**src/inc/pmic_regs_consts.vh**
```
/*
  offsets, field masks, reset values and timing for the protected register bank.
  assumes: included by the design files below src/, no processes here.
*/
// Summary of operation
// - writes to 0x0d..0x1f need valid key first
// - key clears after the following transaction ends
// - reads of protected registers always succeed
// - single-protected write stores only if key matches
// - first double-protected write only staged
// - second matching unlocked write commits staged byte
// - intervening transaction abandons double write
// - leaving active state restores all defaults
// - power-on reset restores all defaults
// - button held over 8 s restores defaults
// - reset pin low or fault restores defaults
// - read-only reserved bits ignore writes
// - protection levels per offset range
// - byte port with auto-incrementing offset
`ifndef PMIC_REGS_CONSTS_VH
`define PMIC_REGS_CONSTS_VH

`define ADDR_W 8
`define DATA_W 8
`define NUM_REGS 32
`define IDX_W 5

`define OFS_CHIP_IDENTITY 8'h00
`define OFS_POWER_PATH 8'h01
`define OFS_INT_FLAGS_MASKS 8'h02
`define OFS_CHARGER_CTRL_0 8'h03
`define OFS_CHARGER_CTRL_1 8'h04
`define OFS_CHARGER_CTRL_2 8'h05
`define OFS_CHARGER_CTRL_3 8'h06
`define OFS_BACKLIGHT_CTRL 8'h07
`define OFS_BACKLIGHT_DUTY 8'h08
`define OFS_ANALOG_MUX 8'h09
`define OFS_DEVICE_STATUS 8'h0a
`define OFS_WRITE_KEY 8'h0b
`define OFS_POWER_GOOD_FLAGS 8'h0c
`define OFS_POWER_GOOD_DELAY 8'h0d
`define OFS_BUCK1 8'h0e
`define OFS_BUCK2 8'h0f
`define OFS_BUCK3 8'h10
`define OFS_BUCK_SLEW 8'h11
`define OFS_LIN_REG1 8'h12
`define OFS_LIN_REG2 8'h13
`define OFS_LOAD_SW1 8'h14
`define OFS_LOAD_SW2 8'h15
`define OFS_RAIL_ENABLES 8'h16
`define OFS_GAP 8'h17
`define OFS_UNDERVOLTAGE 8'h18
`define OFS_SEQ_STROBE_1 8'h19
`define OFS_SEQ_STROBE_2 8'h1a
`define OFS_SEQ_STROBE_3 8'h1b
`define OFS_SEQ_STROBE_4 8'h1c
`define OFS_SEQ_DELAY_1 8'h1d
`define OFS_SEQ_DELAY_2 8'h1e
`define OFS_LAST_PROTECTED 8'h1f

`define RST_POWER_PATH 8'h3d
`define RST_INT_FLAGS_MASKS 8'h80
`define RST_CHARGER_CTRL_1 8'hb1
`define RST_CHARGER_CTRL_2 8'h80
`define RST_CHARGER_CTRL_3 8'hb2
`define RST_BACKLIGHT_CTRL 8'hb1
`define RST_POWER_GOOD_DELAY 8'h0c
`define RST_BUCK3 8'h08
`define RST_BUCK_SLEW 8'h06
`define RST_LIN_REG1 8'h09
`define RST_LIN_REG2 8'h38
`define RST_UNDERVOLTAGE 8'h03
`define RST_SEQ_STROBE_4 8'h40
`define RST_ZERO 8'h00

`define WMASK_ALL 8'hff
`define WMASK_NONE 8'h00
`define WMASK_INT 8'hf0
`define WMASK_STATUS 8'h80

`define UNLOCK_KEY 8'h7d

`define PROT_NONE 2'h0
`define PROT_SINGLE 2'h1
`define PROT_DOUBLE 2'h2

`define STAGE_AGE_W 2
`define STAGE_AGE_KEY 2'h1
`define STAGE_AGE_SECOND 2'h2

`define CLK_FREQ_KHZ 100000
`define BUTTON_HOLD_MS 8000
`define BUTTON_HOLD_CYCLES (`BUTTON_HOLD_MS * `CLK_FREQ_KHZ)
`define HOLD_CNT_W 30

`endif

```
**src/pmic_protected_register_bank.v**
```verilog
/*
  configuration register bank with key-protected upper map, behind a byte port.
  assumes: the serial bus framing lives outside and presents one-cycle strobes
  for offset, written byte, read request and end of transaction.
*/
`timescale 1ns/1ps
`include "pmic_regs_consts.vh"

module pmic_protected_register_bank #(
  parameter HOLD_CYCLES = `BUTTON_HOLD_CYCLES,
  parameter [7:0] CHIP_IDENTITY_VAL = 8'h00,
  parameter [7:0] RST_BUCK1_VAL = 8'h00,
  parameter [7:0] RST_BUCK2_VAL = 8'h00,
  parameter [7:0] RST_LOAD_SW1_VAL = 8'h00,
  parameter [7:0] RST_LOAD_SW2_VAL = 8'h00,
  parameter [7:0] RST_SEQ_STROBE_1_VAL = 8'h00,
  parameter [7:0] RST_SEQ_STROBE_2_VAL = 8'h00,
  parameter [7:0] RST_SEQ_STROBE_3_VAL = 8'h00,
  parameter [7:0] RST_SEQ_DELAY_1_VAL = 8'h00
) (
  input wire ref_clk,
  input wire rst_n,
  input wire ce,
  input wire sub_addr_we,
  input wire [`ADDR_W-1:0] sub_addr,
  input wire wr_we,
  input wire [`DATA_W-1:0] wr_data,
  input wire rd_req,
  input wire txn_end,
  input wire hw_reset_pin_n,
  input wire push_button_input,
  input wire fault,
  input wire leave_active,
  input wire [`DATA_W-1:0] int_flags_in,
  input wire [`DATA_W-1:0] status_in,
  input wire [`DATA_W-1:0] power_good_in,
  output reg [`DATA_W-1:0] rd_data_q,
  output reg rd_valid_q,
  output reg [`NUM_REGS*`DATA_W-1:0] reg_image_q,
  output reg [`ADDR_W-1:0] ptr_q,
  output reg key_live_q,
  output reg stage_valid_q
);

  // ----------------------------------------
  // reset release
  // ----------------------------------------
  reg rst_meta_q;
  reg rst_sync_q;

  always @(posedge ref_clk or negedge rst_n) begin
    if (!rst_n) begin
      rst_meta_q <= 1'b0;
      rst_sync_q <= 1'b0;
    end else begin
      rst_meta_q <= 1'b1;
      rst_sync_q <= rst_meta_q;
    end
  end

  // ----------------------------------------
  // per-offset tables
  // ----------------------------------------
  function [`DATA_W-1:0] reset_value;
    input [`ADDR_W-1:0] a;
    begin
      case (a)
        `OFS_POWER_PATH: reset_value = `RST_POWER_PATH;
        `OFS_INT_FLAGS_MASKS: reset_value = `RST_INT_FLAGS_MASKS;
        `OFS_CHARGER_CTRL_1: reset_value = `RST_CHARGER_CTRL_1;
        `OFS_CHARGER_CTRL_2: reset_value = `RST_CHARGER_CTRL_2;
        `OFS_CHARGER_CTRL_3: reset_value = `RST_CHARGER_CTRL_3;
        `OFS_BACKLIGHT_CTRL: reset_value = `RST_BACKLIGHT_CTRL;
        `OFS_POWER_GOOD_DELAY: reset_value = `RST_POWER_GOOD_DELAY;
        `OFS_BUCK1: reset_value = RST_BUCK1_VAL;
        `OFS_BUCK2: reset_value = RST_BUCK2_VAL;
        `OFS_BUCK3: reset_value = `RST_BUCK3;
        `OFS_BUCK_SLEW: reset_value = `RST_BUCK_SLEW;
        `OFS_LIN_REG1: reset_value = `RST_LIN_REG1;
        `OFS_LIN_REG2: reset_value = `RST_LIN_REG2;
        `OFS_LOAD_SW1: reset_value = RST_LOAD_SW1_VAL;
        `OFS_LOAD_SW2: reset_value = RST_LOAD_SW2_VAL;
        `OFS_UNDERVOLTAGE: reset_value = `RST_UNDERVOLTAGE;
        `OFS_SEQ_STROBE_1: reset_value = RST_SEQ_STROBE_1_VAL;
        `OFS_SEQ_STROBE_2: reset_value = RST_SEQ_STROBE_2_VAL;
        `OFS_SEQ_STROBE_3: reset_value = RST_SEQ_STROBE_3_VAL;
        `OFS_SEQ_STROBE_4: reset_value = `RST_SEQ_STROBE_4;
        `OFS_SEQ_DELAY_1: reset_value = RST_SEQ_DELAY_1_VAL;
        default: reset_value = `RST_ZERO;
      endcase
    end
  endfunction

  // bits software may change; the rest come from outside or read zero
  function [`DATA_W-1:0] write_mask;
    input [`ADDR_W-1:0] a;
    begin
      case (a)
        `OFS_CHIP_IDENTITY: write_mask = `WMASK_NONE;
        `OFS_INT_FLAGS_MASKS: write_mask = `WMASK_INT;
        `OFS_DEVICE_STATUS: write_mask = `WMASK_STATUS;
        `OFS_POWER_GOOD_FLAGS: write_mask = `WMASK_NONE;
        `OFS_GAP: write_mask = `WMASK_NONE;
        `OFS_LAST_PROTECTED: write_mask = `WMASK_NONE;
        default: write_mask = (a < `NUM_REGS) ? `WMASK_ALL : `WMASK_NONE;
      endcase
    end
  endfunction

  function [`DATA_W-1:0] hw_bits;
    input [`ADDR_W-1:0] a;
    input [`DATA_W-1:0] int_f;
    input [`DATA_W-1:0] stat;
    input [`DATA_W-1:0] pg;
    begin
      case (a)
        `OFS_CHIP_IDENTITY: hw_bits = CHIP_IDENTITY_VAL;
        `OFS_INT_FLAGS_MASKS: hw_bits = int_f & ~`WMASK_INT;
        `OFS_DEVICE_STATUS: hw_bits = stat & ~`WMASK_STATUS;
        `OFS_POWER_GOOD_FLAGS: hw_bits = pg;
        default: hw_bits = `RST_ZERO;
      endcase
    end
  endfunction

  // what a read or the image shows for one offset, key included
  function [`DATA_W-1:0] visible_byte;
    input [`ADDR_W-1:0] a;
    input [`DATA_W-1:0] m;
    input [`DATA_W-1:0] k;
    begin
      if (a == `OFS_WRITE_KEY) begin
        visible_byte = k;
      end else begin
        visible_byte = (m & write_mask(a)) |
                       hw_bits(a, int_flags_in, status_in, power_good_in);
      end
    end
  endfunction

  // ----------------------------------------
  // default-restore events
  // ----------------------------------------
  reg init_done_q;
  wire button_expired;
  wire pin_held_low;
  wire power_on_fill;
  wire restore_defaults;

  button_hold_timer #(
    .HOLD_CYCLES(HOLD_CYCLES)
  ) u_button_hold (
    .ref_clk(ref_clk),
    .rst_n(rst_sync_q),
    .ce(ce),
    .push_button_input(push_button_input),
    .hold_expired_q(button_expired)
  );

  assign pin_held_low = ~hw_reset_pin_n;
  // array leaves power-on at zero, so the first enabled edge fills it
  assign power_on_fill = ~init_done_q;
  assign restore_defaults = leave_active | button_expired | pin_held_low | fault |
                            power_on_fill;

  // ----------------------------------------
  // protection check on the addressed offset
  // ----------------------------------------
  reg [`DATA_W-1:0] key_q;
  wire [1:0] prot_level;
  wire key_ok;

  write_guard u_guard (
    .addr(ptr_q),
    .key(key_q),
    .prot_level(prot_level),
    .key_ok(key_ok)
  );

  reg [`DATA_W-1:0] stage_data_q;
  reg [`ADDR_W-1:0] stage_addr_q;
  reg [`STAGE_AGE_W-1:0] stage_age_q;
  reg key_wr_this_txn_q;
  reg [`DATA_W-1:0] mem_q [0:`NUM_REGS-1];

  wire is_key_wr;
  wire in_map;
  wire second_ok;
  wire do_store;
  wire do_stage;
  wire [`IDX_W-1:0] idx;
  wire [`DATA_W-1:0] wmask;

  assign idx = ptr_q[`IDX_W-1:0];
  assign in_map = (ptr_q < `NUM_REGS);
  assign wmask = write_mask(ptr_q);
  assign is_key_wr = wr_we & (ptr_q == `OFS_WRITE_KEY);
  assign second_ok = stage_valid_q & (stage_age_q == `STAGE_AGE_SECOND) &
                     (stage_addr_q == ptr_q) & (stage_data_q == wr_data);
  assign do_store = wr_we & in_map & ~is_key_wr &
                    ((prot_level == `PROT_NONE) |
                     ((prot_level == `PROT_SINGLE) & key_ok) |
                     ((prot_level == `PROT_DOUBLE) & key_ok & second_ok));
  assign do_stage = wr_we & (prot_level == `PROT_DOUBLE) & key_ok & ~second_ok;

  // ----------------------------------------
  // register array and key register
  // ----------------------------------------
  integer i;

  always @(posedge ref_clk or negedge rst_sync_q) begin
    if (!rst_sync_q) begin
      for (i = 0; i < `NUM_REGS; i = i + 1) begin
        mem_q[i] <= `RST_ZERO;
      end
      key_q <= `RST_ZERO;
    end else if (ce) begin
      if (restore_defaults) begin
        for (i = 0; i < `NUM_REGS; i = i + 1) begin
          mem_q[i] <= reset_value(i[`ADDR_W-1:0]);
        end
        key_q <= `RST_ZERO;
      end else begin
        if (is_key_wr) begin
          key_q <= wr_data;
        end else if (txn_end & key_live_q & ~key_wr_this_txn_q) begin
          key_q <= `RST_ZERO;
        end
        if (do_store) begin
          mem_q[idx] <= (mem_q[idx] & ~wmask) | (wr_data & wmask);
        end
      end
    end
  end

  // image shows defaults until the array has been filled

  always @(posedge ref_clk or negedge rst_sync_q) begin
    if (!rst_sync_q) begin
      init_done_q <= 1'b0;
    end else if (ce) begin
      init_done_q <= 1'b1;
    end
  end

  // ----------------------------------------
  // key lifetime over transactions
  // ----------------------------------------
  always @(posedge ref_clk or negedge rst_sync_q) begin
    if (!rst_sync_q) begin
      key_live_q <= 1'b0;
      key_wr_this_txn_q <= 1'b0;
    end else if (ce) begin
      if (restore_defaults) begin
        key_live_q <= 1'b0;
        key_wr_this_txn_q <= 1'b0;
      end else if (txn_end) begin
        key_live_q <= key_wr_this_txn_q | is_key_wr;
        key_wr_this_txn_q <= 1'b0;
      end else if (is_key_wr) begin
        key_wr_this_txn_q <= 1'b1;
      end
    end
  end

  // ----------------------------------------
  // staged first write of a double sequence
  // ----------------------------------------
  always @(posedge ref_clk or negedge rst_sync_q) begin
    if (!rst_sync_q) begin
      stage_valid_q <= 1'b0;
      stage_addr_q <= `RST_ZERO;
      stage_data_q <= `RST_ZERO;
      stage_age_q <= {`STAGE_AGE_W{1'b0}};
    end else if (ce) begin
      if (restore_defaults) begin
        stage_valid_q <= 1'b0;
        stage_age_q <= {`STAGE_AGE_W{1'b0}};
      end else if (do_stage) begin
        stage_valid_q <= 1'b1;
        stage_addr_q <= ptr_q;
        stage_data_q <= wr_data;
        stage_age_q <= {`STAGE_AGE_W{1'b0}};
      end else if (do_store & (prot_level == `PROT_DOUBLE)) begin
        stage_valid_q <= 1'b0;
      end else if (txn_end & stage_valid_q) begin
        if (stage_age_q == `STAGE_AGE_SECOND) begin
          stage_valid_q <= 1'b0;
        end else if (stage_age_q == `STAGE_AGE_KEY &&
                     !(key_wr_this_txn_q | is_key_wr)) begin
          stage_valid_q <= 1'b0;
        end else begin
          stage_age_q <= stage_age_q + 1'b1;
        end
      end
    end
  end

  // ----------------------------------------
  // offset pointer and read path
  // ----------------------------------------
  always @(posedge ref_clk or negedge rst_sync_q) begin
    if (!rst_sync_q) begin
      ptr_q <= `RST_ZERO;
      rd_data_q <= `RST_ZERO;
      rd_valid_q <= 1'b0;
    end else if (ce) begin
      rd_valid_q <= rd_req;
      if (sub_addr_we) begin
        ptr_q <= sub_addr;
      end else if (wr_we | rd_req) begin
        ptr_q <= ptr_q + 1'b1;
      end
      if (rd_req) begin
        rd_data_q <= visible_byte(ptr_q, mem_q[idx], key_q);
      end
    end
  end

  // ----------------------------------------
  // register image towards the power logic
  // ----------------------------------------
  integer j;

  always @(posedge ref_clk or negedge rst_sync_q) begin
    if (!rst_sync_q) begin
      reg_image_q <= {`NUM_REGS*`DATA_W{1'b0}};
    end else if (ce) begin
      for (j = 0; j < `NUM_REGS; j = j + 1) begin
        reg_image_q[j*`DATA_W +: `DATA_W] <= init_done_q ?
          visible_byte(j[`ADDR_W-1:0], mem_q[j], key_q) : reset_value(j[`ADDR_W-1:0]);
      end
    end
  end

endmodule

```
**src/write_guard.v**
```verilog
/*
  classifies an offset into its protection level and checks the unlock key.
  assumes: purely combinational, fed from the register bank.
*/
`timescale 1ns/1ps
`include "pmic_regs_consts.vh"

module write_guard (
  input wire [`ADDR_W-1:0] addr,
  input wire [`DATA_W-1:0] key,
  output reg [1:0] prot_level,
  output wire key_ok
);

  // ----------------------------------------
  // level per offset range
  // ----------------------------------------
  always @* begin
    if (addr >= `OFS_BUCK1 && addr <= `OFS_LOAD_SW2) begin
      prot_level = `PROT_DOUBLE;
    end else if (addr == `OFS_POWER_GOOD_DELAY || addr == `OFS_RAIL_ENABLES ||
                 (addr >= `OFS_UNDERVOLTAGE && addr <= `OFS_SEQ_DELAY_2)) begin
      prot_level = `PROT_SINGLE;
    end else begin
      prot_level = `PROT_NONE;
    end
  end

  assign key_ok = ((key ^ addr) == `UNLOCK_KEY);

endmodule

```
**src/button_hold_timer.v**
```verilog
/*
  measures how long the push button is held low, pulses once per hold period.
  assumes: button input synchronous to ref_clk, synchronous reset copy given.
*/
`timescale 1ns/1ps
`include "pmic_regs_consts.vh"

module button_hold_timer #(
  parameter HOLD_CYCLES = `BUTTON_HOLD_CYCLES
) (
  input wire ref_clk,
  input wire rst_n,
  input wire ce,
  input wire push_button_input,
  output reg hold_expired_q
);

  reg [`HOLD_CNT_W-1:0] hold_cnt_q;

  // ----------------------------------------
  // hold counter, re-arms every period while held
  // ----------------------------------------
  always @(posedge ref_clk or negedge rst_n) begin
    if (!rst_n) begin
      hold_cnt_q <= {`HOLD_CNT_W{1'b0}};
      hold_expired_q <= 1'b0;
    end else if (ce) begin
      hold_expired_q <= 1'b0;
      if (push_button_input) begin
        hold_cnt_q <= {`HOLD_CNT_W{1'b0}};
      end else if (hold_cnt_q == HOLD_CYCLES[`HOLD_CNT_W-1:0]) begin
        hold_cnt_q <= {`HOLD_CNT_W{1'b0}};
        hold_expired_q <= 1'b1;
      end else begin
        hold_cnt_q <= hold_cnt_q + 1'b1;
      end
    end
  end

endmodule

```
**config.mk**
```make
export PLATFORM = sky130hd
export DESIGN_NAME = pmic_protected_register_bank
export DESIGN_NICKNAME = d
export VERILOG_FILES = /design/src/pmic_protected_register_bank.v /design/src/write_guard.v /design/src/button_hold_timer.v
export VERILOG_INCLUDE_DIRS = /design/src /design/src/inc
export SDC_FILE = /design/constraint.sdc
export NUM_CORES = 1
export LEC_CHECK = 0
export BUFFER_PORTS_ARGS = -buffer_cell sky130_fd_sc_hd__buf_2
export CAP_MARGIN = 20
export CORE_ASPECT_RATIO = 0.75
export CORE_MARGIN = 8
export CORE_UTILIZATION = 28
export CTS_CLUSTER_SIZE = 10
export DETAILED_ROUTE_END_ITERATION = 8
export GPL_ROUTABILITY_DRIVEN = 0
export GPL_TIMING_DRIVEN = 0
export SKIP_LAST_GASP = 1
export SYNTH_ARGS = -nofsm -noshare
export SYNTH_HDL_FRONTEND = slang
export SYNTH_SLANG_ARGS = --single-unit
```
**constraint.sdc**
```tcl
create_clock -name ref_clk -period 30.5 [get_ports ref_clk]
set_input_delay 1.525 -clock ref_clk [delete_from_list [all_inputs] [get_ports ref_clk]]
set_output_delay 1.525 -clock ref_clk [all_outputs]
set_load 0.05 [all_outputs]
```
==> After elaboration in Yosys (flattened, before gate mapping) <==
Index checks and enable logic that the tools add are counted.
{ "classes": {"muxes": 85, "n_addsub": 3, "n_eq_ne": 19, "multipliers": 0, "bitwise_logic": 101, "order_cmp": 7, "shifts": 0, "reduce_logical": 27, "n_div": 0} }
{ "op_table": {"columns": ["operator", "n"], "rows": [
  ["$mux W256", 2],
  ["$mux W8", 55],
  ["$and A8 B8 Y8", 34],
  ["$or A8 B8 Y8", 33],
  ["$bwmux W256", 1],
  ["$mux W30", 2],
  ["$pmux W8 S3", 2],
  ["$bmux W8 S5", 1],
  ["$demux W8 S5", 1],
  ["$eq A8 B4 Y1 const B", 4],
  ["$add A30 B1 Y30 const B", 1],
  ["$eq A30 B30 Y1 const B", 1],
  ["$eq A8 B5 Y1 const B", 3],
  ["$and A1 B1 Y1", 17],
  ["$eq A8 B8 Y1", 2],
  ["$le A8 B5 Y1 const B", 2],
  ["$mux W1", 14],
  ["$mux W2", 7],
  ["$reduce_and A2 Y1", 6],
  ["$ne A3 B3 Y1 const B", 3],
  ["$reduce_bool A3 Y1", 3],
  ["$add A8 B1 Y8 const B", 1],
  ["$eq A8 B2 Y1 const B", 1],
  ["$eq A8 B7 Y1 const B", 1],
  ["24 further kinds", 45]
]} }
{ "word_totals": {"output_inout_bits": 275, "mem_count": 0, "latchBits": 0, "ram_bits": 0, "ff_bits": 592, "mem_bits_ro": 0, "word_cells": 290} }

==> Depth between registers and ports, before layout <==
Gate-level depths: netlist of run 1.
{ "depth": {"ltp_word": 14, "mapped_depth": 14, "ltp_nobuf": 8} }

==> Modules after synthesis <==
Synthesis of run 1 repeated with hierarchy kept, for this count alone.
{ "hier_totals": {"cells_unflattened": 2701, "hier_area_um2": 26090.0} }
{ "by_module_without_submodules": {"columns": ["mod", "n_inst", "cells_per_inst", "area_each_um2", "seq_area_each_um2"], "rows": [
  ["pmic_protected_register_bank", 1, 2473, 24073.1, 13437.9],
  ["button_hold_timer", 1, 206, 1865.5, 775.7],
  ["write_guard", 1, 22, 151.4, 0.0]
]} }

==> Worst setup path after synthesis of run 1 <==
Ideal clock, no wire load.
{ "synth_path": {"kind": "register to register", "start": "register ptr_q[0]", "end": "register mem_q[10] (netlist name)", "synth_period_minus_slack_ns": 3.523, "setup_ns": 0.078, "path_stages_with_launch": 15, "arrival_ns": 3.445, "path_slack_ns": 26.977, "n_path_buf": 6, "cell_sequence": "dfrtp_1 -> buf_4 -> buf_6 -> buf_6 -> buf_2 -> inv_1 -> ha_1 -> or4b_4 -> o211ai_2 -> a22oi_2 -> or3_1 -> buf_2 -> or3_1 -> buf_2 -> o2bb2ai_1"} }
{ "synth_between": {"elab_chain_cells": 12} }
{ "synth_rtl": {"columns": ["element", "line", "source"], "rows": [
  ["from (decl)", "pmic_protected_register_bank.v:40", "output reg [`ADDR_W-1:0] ptr_q,"],
  ["from (signal assigned)", "pmic_protected_register_bank.v:304", "ptr_q <= `RST_ZERO;"],
  ["from (signal assigned)", "pmic_protected_register_bank.v:310", "ptr_q <= sub_addr;"],
  ["from (signal assigned)", "pmic_protected_register_bank.v:312", "ptr_q <= ptr_q + 1'b1;"],
  ["$ge A8 B5 Y1 (no source line) (tied with other cells)", null, null],
  ["$logic_and A1 B1 Y1 (no source line) or $logic_or A1 B1 Y1 (tied branches)", null, null],
  ["$logic_or A1 B1 Y1", "write_guard.v:21", "end else if (addr == `OFS_POWER_GOOD_DELAY || addr == `OFS_RAIL_ENABLES ||"],
  ["$mux W1", "write_guard.v:21", null],
  ["$mux W2", "write_guard.v:19", "if (addr >= `OFS_BUCK1 && addr <= `OFS_LOAD_SW2) begin"],
  ["$eq A2 B1 Y1 (no source line) or $eq A2 B2 Y1 (tied branches)", null, null],
  ["$and A1 B1 Y1, on equally long branches", "pmic_protected_register_bank.v:202, pmic_protected_register_bank.v:203", null],
  ["$or A1 B1 Y1 or $and A1 B1 Y1 (tied branches)", "pmic_protected_register_bank.v:201, pmic_protected_register_bank.v:203", null],
  ["$or A1 B1 Y1", "pmic_protected_register_bank.v:201", "((prot_level == `PROT_NONE) |"],
  ["$and A1 B1 Y1", "pmic_protected_register_bank.v:200", "assign do_store = wr_we & in_map & ~is_key_wr &"],
  ["$reduce_bool A2 Y1 (no source line)", null, null],
  ["$reduce_and A2 Y1 (no source line)", null, null],
  ["to (signal, indexed assignment)", "pmic_protected_register_bank.v:214", "mem_q[i] <= `RST_ZERO;"],
  ["to (signal, indexed assignment)", "pmic_protected_register_bank.v:220", "mem_q[i] <= reset_value(i[`ADDR_W-1:0]);"],
  ["to (signal, indexed assignment)", "pmic_protected_register_bank.v:230", "mem_q[idx] <= (mem_q[idx] & ~wmask) | (wr_data & wmask);"],
  ["to (decl)", "pmic_protected_register_bank.v:184", "reg [`DATA_W-1:0] mem_q [0:`NUM_REGS-1];"]
]} }
Several ways; a longest one is shown, not always the timed one. The select of a mux whose other input is x is not followed.
A chain may end at the register's enable or synchronous reset.

==> Worst setup path after layout of run 1 <==
{ "layout_path": {"start": "register ptr_q[1]", "end": "register mem_q[211] (netlist name)"} }
The elaborated chain is that of the path after synthesis.

==> results.sh, run 1 <==
export IMPL_outcome="finished clean"
export IMPL_die_x_um=359
export IMPL_antenna_left=0
export IMPL_setup_violations=0
export IMPL_syn_inst=2037
export IMPL_hpwlAfterDp_mm=74.5
export IMPL_die_h_um=273
export IMPL_numCtsBuffers=68
export IMPL_synth_area_leaders="dfrtp_1 58%, a22o_1 7.0%, o2bb2ai_1 5.4%"
export IMPL_cp_arrival_ns=5.43
export IMPL_synth_distinct_cells=75
export IMPL_async_reset_ff_frac=1.00
export IMPL_peakVddDrop_uv=40.5
export IMPL_insertion_delay_ns=0.62
export IMPL_area_growth_pct=20.9
export IMPL_rsz0062_at_grt="no"
export IMPL_yosys_area_top_type="dfrtp_1"
export IMPL_grt_first_pass_wirelength_mm=143
export IMPL_syn_area_per_cell_um2=12.1
export IMPL_rrSetupSlack_ns=25.58
export IMPL_worst_setup_hold_path_clk_slew_ns=0.07
export IMPL_tightest_slew_ns=1.20
export IMPL_leakage_nw=13.4
export IMPL_maxSlewHeadroom=0.201
export IMPL_io_pin_count=326
export IMPL_yosysWarnings=0
export IMPL_crit_type="reg -> reg"
export IMPL_fmax_ghz=0.203
export IMPL_place_area_um2=27900
export IMPL_drcViolationCount=0
export IMPL_netlist_area_um2=24700
export IMPL_drtIter0Drc=2187
export IMPL_ys_seq_area_frac=0.576
export IMPL_cp_end_kind="register"
export IMPL_design_power_total_w=0.00186
export IMPL_cts_tree="done"
export IMPL_cts_sinks=568
export IMPL_synth_edf_count=0
export IMPL_regToRegStartpoint="ptr_q[1]"
export IMPL_place_port_buffers=295
export IMPL_grtUsageTotal=0.195
export IMPL_crit_required_ns=31.01
export IMPL_yosys_top_cells_count="568 x dfrtp_1, 198 x a22o_1, 153 x o2bb2ai_1, 129 x nand2_1, 93 x nor2_1"
export IMPL_viasPerCell=5.46
export IMPL_synthFlopType="dfrtp_1"
export IMPL_maxCapViolCount=0
export IMPL_grt_pass1_vias=19600
export IMPL_design_area_um2=29800
export IMPL_synth_top_area_share=0.576
export IMPL_path_max_fanout=10
export IMPL_fin_skew_ns=0.0292
export IMPL_wl_mm=98.6
export IMPL_die_area_um2=98000
export IMPL_cts_hold_buf=0
export IMPL_drt_first_pass_iters=5
export IMPL_final_nets=2493
export IMPL_antenna_found_initial=4
export IMPL_grt_overflow_total=0
export IMPL_cts_resized=0
export IMPL_synth_seq_cells=568
export IMPL_cts_root_buf="clkbuf_16"
export IMPL_postCtsSetupBuffers=0
export IMPL_finalHoldViolations=0
export IMPL_core_um2=87500
export IMPL_cts_buffer_depth=3
export IMPL_h_tree_depth=3
export IMPL_powerDensity_nw_per_um2=62.5
export IMPL_critPathLaunchType="register"
export IMPL_placementRows=94
export IMPL_final_util=0.341
export IMPL_fin_crit_ns=4.92
export IMPL_grt_max_degree=71
export IMPL_routedWlPerCell_um=27.4
export IMPL_reg2reg_depth=12
export IMPL_vias=19700
export IMPL_hold_class="reg -> async"
export IMPL_synth_most_common_cell="dfrtp_1"
export IMPL_min_period_over_period=0.161
export IMPL_start_util=0.282
export IMPL_finalSetupTns_ns=0
export IMPL_drv_slew=0
export IMPL_reg2reg_to="mem_q[211]"
export IMPL_drive_above_1_share=0.235
## stage by stage
step	std cells	hold slack (ns)	worst slack [ns]
5_1_grt	3604	0.198	25.57
2_1_floorplan	2060	0.331	13.50
3_3_place_gp	3507	0.335	6.48
3_5_place_dp	3516	0.181	25.75
4_1_cts	3601	0.188	25.73
6_report	3605	0.176	25.58
## power breakdown
part           switching (W)  internal [W]  total [W]  leakage (nW)
logic               0.000278     0.0000843   0.000362          4.98
clock network       0.000313      0.000420   0.000733         0.929
registers         0.00000679      0.000762   0.000769          7.54
total               0.000598       0.00127    0.00186          13.4
## area by class of cell
class,instances,area [µm²]
Clock inverter,10,101
Antenna cell,4,10.0
Clock buffer,75,1780
Multi-Input combinational cell,1271,9480
Tap cell,1152,1440
Sequential cell,568,14200
Inverter,36,135
Buffer,185,946
Fill cell,8833,57700
Timing Repair Buffer,304,1720
## per-layer routing
metal  part of all wire  global-route usage
met5            0.00012                   0
met1               0.42               0.256
met4              0.029              0.0512
met3               0.12              0.0837
met2               0.44               0.295
## cell families (layout without fill, tap and decap cells)
family / after synthesis / count (layout) / synth area share
mux: 109 / 109 / 0.0703
xor+xnor: 48 / 48 / 0.0170
fa+ha+maj: 8 / 8 / 0.00406
other cells: 2 / 29 / 0.000304
simple gates: 430 / 430 / 0.0857
buf+inv: 221 / 610 / 0.0438
compound gates: 651 / 651 / 0.203
flops: 568 / 568 / 0.576
## flip-flops by register name, summed over array words and instances, names as in the netlist, 2 cells and up
| register | cells |
|---|---|
| stage_data_q | 8 |
| key_q | 8 |
| u_button_hold.hold_cnt_q | 30 |
| stage_age_q | 2 |
| mem_q | 256 |
| stage_addr_q | 8 |
| reg_image_q | 232 |
| rd_data_q | 8 |
| ptr_q | 8 |
## layout by cell type, fill, tap and decap left out, types with 35 or more instances in the layout
| cell | n |
|---|---|
| inv_1 | 36 |
| a21oi_1 | 53 |
| o2bb2ai_1 | 153 |
| a22o_1 | 198 |
| o21ai_1 | 38 |
| mux2i_1 | 35 |
| nor2_1 | 93 |
| clkbuf_16 | 70 |
| o21ai_0 | 81 |
| buf_2 | 342 |
| nand3_1 | 60 |
| clkbuf_1 | 84 |
| buf_4 | 37 |
| dfrtp_1 | 567 |
| mux4_2 | 48 |
| nand2_1 | 129 |
## how the worst max path moves through the flow
stage                      start               end  cells past startpoint
finish                  ptr_q[1]        mem_q[211]                     12
global route            ptr_q[1]        mem_q[210]                     12
CTS                     ptr_q[1]        mem_q[211]                     12
detailed placement  leave_active        mem_q[211]                      7
global placement      rst_sync_q  reg_image_q[181]                      0
floorplan             rst_sync_q       init_done_q                      0
## critical path: stages, from the launching register on
cell and delay [ns]:
dfrtp_1 0.63, buf_4 0.38, buf_6 0.28, buf_2 0.41, inv_1 0.12, ha_1 0.32, or4b_4 0.57, o211ai_2 0.10
a22oi_2 0.11, nor3_2 0.57, clkbuf_1 0.56, nand3_1 0.43, o21ai_0 0.29
(Power assumes the default switching activity.)
==> run 2: changes to the inputs <==
Clock period 30.5 ns to 4.5 ns, I/O delays scaled along.
==> results.sh, run 2 (synthesized netlist as in run 1, its figures left out) <==
export IMPL_drcViolationCount=0
export IMPL_design_area_um2=30300
export IMPL_hpwlAfterDp_mm=75.0
export IMPL_final_cell_mix="567 x dfrtp_1, 340 x buf_2, 198 x a22o_1, 153 x o2bb2ai_1, 129 x nand2_1"
export IMPL_rsz0062_at_grt="no"
export IMPL_drt_first_pass_iters=6
export IMPL_design_power_total_w=0.0127
export IMPL_setup_violations=0
export IMPL_routedWlPerCell_um=27.3
export IMPL_fin_ws_ns=0.228
export IMPL_crit_type="reg -> reg"
export IMPL_numCtsBuffers=68
export IMPL_grt_max_degree=72
export IMPL_critPathLaunchType="register"
export IMPL_grt_overflow_total=0
export IMPL_drive_above_1_share=0.232
export IMPL_cp_arrival_ns=4.72
export IMPL_place_port_buffers=295
export IMPL_start_util=0.282
export IMPL_maxSlewHeadroom=0.212
export IMPL_path_max_fanout=19
export IMPL_seq_power_share=0.411
export IMPL_worst_setup_hold_path_clk_slew_ns=0.06
export IMPL_rrSetupSlack_ns=0.23
export IMPL_crit_required_ns=4.95
export IMPL_die_area_um2=98000
export IMPL_cts_sinks=568
export IMPL_die_x_um=359
export IMPL_internal_power_w=0.00862
export IMPL_viasPerCell=5.48
export IMPL_drv_slew=0
export IMPL_finalHoldViolations=0
export IMPL_leakage_nw=13.6
export IMPL_fmax_ghz=0.234
export IMPL_cts_root_buf="clkbuf_16"
export IMPL_hold_class="in -> reg"
export IMPL_placementRows=94
export IMPL_area_growth_pct=22.6
export IMPL_regMostFlops="mem_q"
export IMPL_place_area_um2=28000
export IMPL_outcome="finished clean"
export IMPL_final_nets=2531
export IMPL_comb_power_share=0.195
export IMPL_core_um2=87500
export IMPL_pwr_share_clk=0.394
export IMPL_fin_skew_ns=0.0241
export IMPL_vias=19900
export IMPL_power_switching_w=0.00406
export IMPL_fin_crit_ns=4.27
export IMPL_layout_commonest_cell="dfrtp_1"
export IMPL_tightest_slew_ns=1.18
export IMPL_insertion_delay_ns=0.62
export IMPL_io_pin_count=326
export IMPL_reg_largest_list="mem_q (256), reg_image_q (232), u_button_hold.hold_cnt_q (30)"
export IMPL_grtUsageTotal=0.196
export IMPL_h_tree_depth=3
export IMPL_largest_reg_flops=256
export IMPL_fillCellCount=8829
export IMPL_p_sw_frac=0.320
export IMPL_powerDensity_nw_per_um2=419
export IMPL_cts_tree="done"
export IMPL_antenna_left=0
export IMPL_antenna_found_initial=1
export IMPL_cts_buffer_depth=3
export IMPL_die_h_um=273
export IMPL_maxCapViolCount=0
export IMPL_grt_pass1_vias=19900
export IMPL_wl_mm=99.4
export IMPL_grt_first_pass_wirelength_mm=144
export IMPL_dp_slack_ns=-0.204
export IMPL_min_period_over_period=0.949
export IMPL_peakVddDrop_uv=252
export IMPL_cp_end_kind="register"
export IMPL_insertedDiodeCount=0
export IMPL_drtIter0Drc=2306
-- run 2: power groups by stage --
stage	registers [W]	clock network [W]	logic [W]
after floorplan	0.00552	0	0.00117
after global placement	0.00540	0	0.00224
after detailed placement	0.00531	0	0.00236
after CTS	0.00522	0.00508	0.00240
after global routing	0.00522	0.00527	0.00254
final	0.00522	0.00499	0.00247
-- run 2: worst paths after layout --
path / cells after the start / endpoint / startpoint
max in group asynchronous: 4 / reg_image_q[116] / rst_sync_q
setup / recovery: 12 / mem_q[197] / ptr_q[0]
min in group asynchronous: 0 / reg_image_q[28] / rst_sync_q
hold reg to reg: 0 / rst_sync_q / rst_meta_q
hold / removal: 4 / ptr_q[4] / sub_addr_we
setup reg to reg: 12 / mem_q[197] / ptr_q[0]
-- run 2: area by class of cell --
cell class | instances | area [µm²] | area share
Buffer | 183 | 937 | 0.0310
Tap cell | 1152 | 1440 | 0.0476
Timing Repair Buffer | 344 | 2130 | 0.0704
Clock buffer | 80 | 1840 | 0.0608
Multi-Input combinational cell | 1271 | 9490 | 0.314
Sequential cell | 568 | 14200 | 0.470
Clock inverter | 6 | 61.3 | 0.00203
Inverter | 36 | 135 | 0.00447
-- run 2: layer usage --
| metal | vias up | global-route usage | share of wire |
|---|---|---|---|
| met3 | 182 | 0.0742 | 0.12 |
| met1 | 10200 | 0.262 | 0.41 |
| met2 | 1042 | 0.295 | 0.44 |
| met5 | - | 0 | 0.00024 |
| met4 | 4 | 0.0606 | 0.031 |
| li1 | 8497 | - | - |
-- run 2: worst max-delay path, cell delays in order, from the launching register on --
cell and delay [ns]:
dfrtp_1 0.45, buf_4 0.33, buf_6 0.28, buf_6 0.32, inv_1 0.11, ha_1 0.32, and3b_1 0.20, o21ai_1 0.24
o311ai_4 0.27, o21ai_4 0.23, mux2i_1 0.74, buf_2 0.45, a21oi_1 0.12
-- run 2: timing repair --
action	in CTS	in global routing
hold buffers	39	0
pin swaps	0	0
buffers inserted	0	0
setup endpoints to repair	74	145
hold endpoints to repair	47	0
resized for setup	4	0
-- run 2: metrics by stage --
step                      setup TNS [ns]  hold slack, ns   util  cells
after floorplan                  -575.48         -0.0706      -   2060
after global placement          -1889.86          0.0119  0.316   3507
after detailed placement           -4.83          0.0118  0.319   3517
after CTS                              0          0.0483  0.346   3642
after global routing                   0           0.141  0.346   3640
final                                  0          0.0843  0.346   3640
==> run 3: changes to the inputs <==
Settings changed: CORE_UTILIZATION 28 to 46, PLACE_DENSITY set to 0.68.
==> results.sh, run 3 (synthesized netlist as in run 1, its figures left out) <==
export IMPL_critPathLaunchType="register"
export IMPL_slowest_stage="dfrtp_1"
export IMPL_start_util=0.466
export IMPL_leakage_nw=13.6
export IMPL_largest_reg_flops=256
export IMPL_violations="design-rule violations"
export IMPL_min_period_over_period=0.994
export IMPL_path_max_fanout=10
export IMPL_routedWlPerCell_um=28.3
export IMPL_vias=20700
export IMPL_cts_buffer_depth=3
export IMPL_io_pin_count=326
export IMPL_core_um2=53000
export IMPL_die_area_um2=61400
export IMPL_drv_slew=0
export IMPL_fin_ws_ns=0.0248
export IMPL_grtUsageTotal=0.286
export IMPL_cts_root_buf="clkbuf_16"
export IMPL_fillCellCount=4399
export IMPL_slowest_delay_ns=0.62
export IMPL_setup_violations=0
export IMPL_place_port_buffers=295
export IMPL_fmax_ghz=0.223
export IMPL_dp_cells=3075
export IMPL_grt_overflow_total=0
export IMPL_numCtsBuffers=67
export IMPL_cts_sinks=568
export IMPL_hpwlAfterDp_mm=66.7
export IMPL_fin_crit_ns=4.48
export IMPL_die_x_um=283
export IMPL_regMostFlops="mem_q"
export IMPL_grt_pass1_vias=20100
export IMPL_maxCapViolCount=0
export IMPL_dp_slack_ns=-0.117
export IMPL_tightest_slew_ns=1.10
export IMPL_die_h_um=217
export IMPL_outcome="complete, but fails checks"
export IMPL_instances_no_fill=3193
export IMPL_area_growth_pct=20.0
export IMPL_drive_above_1_share=0.230
export IMPL_cp_end_kind="register"
export IMPL_finalHoldViolations=0
export IMPL_path_cells="buf_4 -> buf_6 -> buf_2 -> inv_1 -> ha_1 -> or4b_4 -> o211ai_2 -> a22oi_2 -> nor3_4 -> buf_2 -> nand3_1 -> o21ai_0"
export IMPL_critPathBufInv=5
export IMPL_h_tree_depth=3
export IMPL_final_nets=2527
export IMPL_design_power_total_w=0.0125
export IMPL_drcViolationCount=1
export IMPL_crit_required_ns=5.00
export IMPL_hold_class="in -> reg"
export IMPL_antenna_found_initial=2
export IMPL_cp_arrival_ns=4.97
export IMPL_antenna_left=0
export IMPL_worst_setup_hold_path_clk_slew_ns=0.06
export IMPL_drtIter0Drc=2751
export IMPL_final_cell_mix="567 x dfrtp_1, 341 x buf_2, 198 x a22o_1, 153 x o2bb2ai_1, 129 x nand2_1"
export IMPL_cts_tree="done"
export IMPL_drt_first_pass_iters=9
export IMPL_maxSlewHeadroom=0.255
export IMPL_grt_first_pass_wirelength_mm=134
export IMPL_fin_skew_ns=0.0226
export IMPL_wl_mm=90.5
export IMPL_cp_common_cell="buf_2"
export IMPL_insertion_delay_ns=0.61
export IMPL_layout_commonest_cell="dfrtp_1"
export IMPL_cp_top_family="buffers and inverters"
export IMPL_grt_max_degree=73
export IMPL_reg_largest_list="mem_q (256), reg_image_q (232), u_button_hold.hold_cnt_q (30)"
export IMPL_peakVddDrop_uv=252
export IMPL_powerDensity_nw_per_um2=423
export IMPL_placementRows=73
export IMPL_crit_type="reg -> reg"
export IMPL_viasPerCell=6.48
export IMPL_final_util=0.559
export IMPL_rsz0062_at_grt="no"
-- run 3: changes by cell type in the layout (fill, tap and decap cells not counted), moves of 2 or more --
| cell | change |
|---|---|
| mux2i_4 | +3 |
| clkinvlp_4 | -2 |
| diode_2 | +2 |
| dlygate4sd3_1 | -2 |
| inv_6 | -2 |
| mux2i_2 | -2 |
-- run 3: worst register-to-register path: stages (launching register included) --
cell and delay (ns):
dfrtp_1 0.62, buf_4 0.37, buf_6 0.27, buf_2 0.42, inv_1 0.13, ha_1 0.30
or4b_4 0.56, o211ai_2 0.10, a22oi_2 0.12, nor3_4 0.42, buf_2 0.36, nand3_1 0.37
o21ai_0 0.32
-- run 3: final timing paths --
kind                             start                           end  slack, ns  cells after the start
setup / recovery              ptr_q[1]                    mem_q[184]       0.02                     12
setup reg to reg              ptr_q[1]                    mem_q[184]       0.02                     12
max in group asynchronous   rst_sync_q              reg_image_q[215]       2.15                      4
hold / removal             sub_addr[1]                      ptr_q[1]       0.03                      3
hold reg to reg             rst_meta_q                    rst_sync_q       0.35                      0
min in group asynchronous   rst_sync_q  u_button_hold.hold_cnt_q[14]       0.45                      0
-- run 3: final cells by class --
cell class,count,area (µm²),area share
antenna,2,5.00,0.000169
buffer,184,942,0.0318
clock buffer,78,1820,0.0616
clock inverter,2,13.8,0.000465
inverter,36,135,0.00456
multi-input combinational,1271,9520,0.321
sequential,568,14200,0.480
tap,712,891,0.0301
timing repair buffer,340,2070,0.0698
-- run 3: report_power, final --
group          internal, W  leakage, nW  switching [W]
clock              0.00282        0.904        0.00202
combinational     0.000604         5.13        0.00187
sequential         0.00516         7.54      0.0000639
-- run 3: repair_timing --
action	4_1_cts	5_1_grt
hold endpoints to repair	44	0
gates resized for setup	3	5
endpoints found under the setup margin	53	197
hold buffers	37	0
buffers inserted	0	0
pin swaps	0	1
-- run 3: through the flow --
stage	TNS [ns]	hold slack, ns	instance area (µm²)
2_1_floorplan	-575.48	-0.0706	24800
6_report	0	0.0291	29600
3_3_place_gp	-1527.32	0.00990	27100
4_1_cts	0	0.00203	29600
3_5_place_dp	-1.62	0.0115	27400
5_1_grt	0	0.0563	29600
-- run 3: metal layers --
layer | track usage | wire length, µm | vias up
met1 | 0.394 | 36500 | 10500
met4 | 0.106 | 3960 | 2
met5 | 0.00322 | 68 | -
li1 | - | - | 8464
met2 | 0.414 | 38800 | 1454
met3 | 0.104 | 11100 | 312
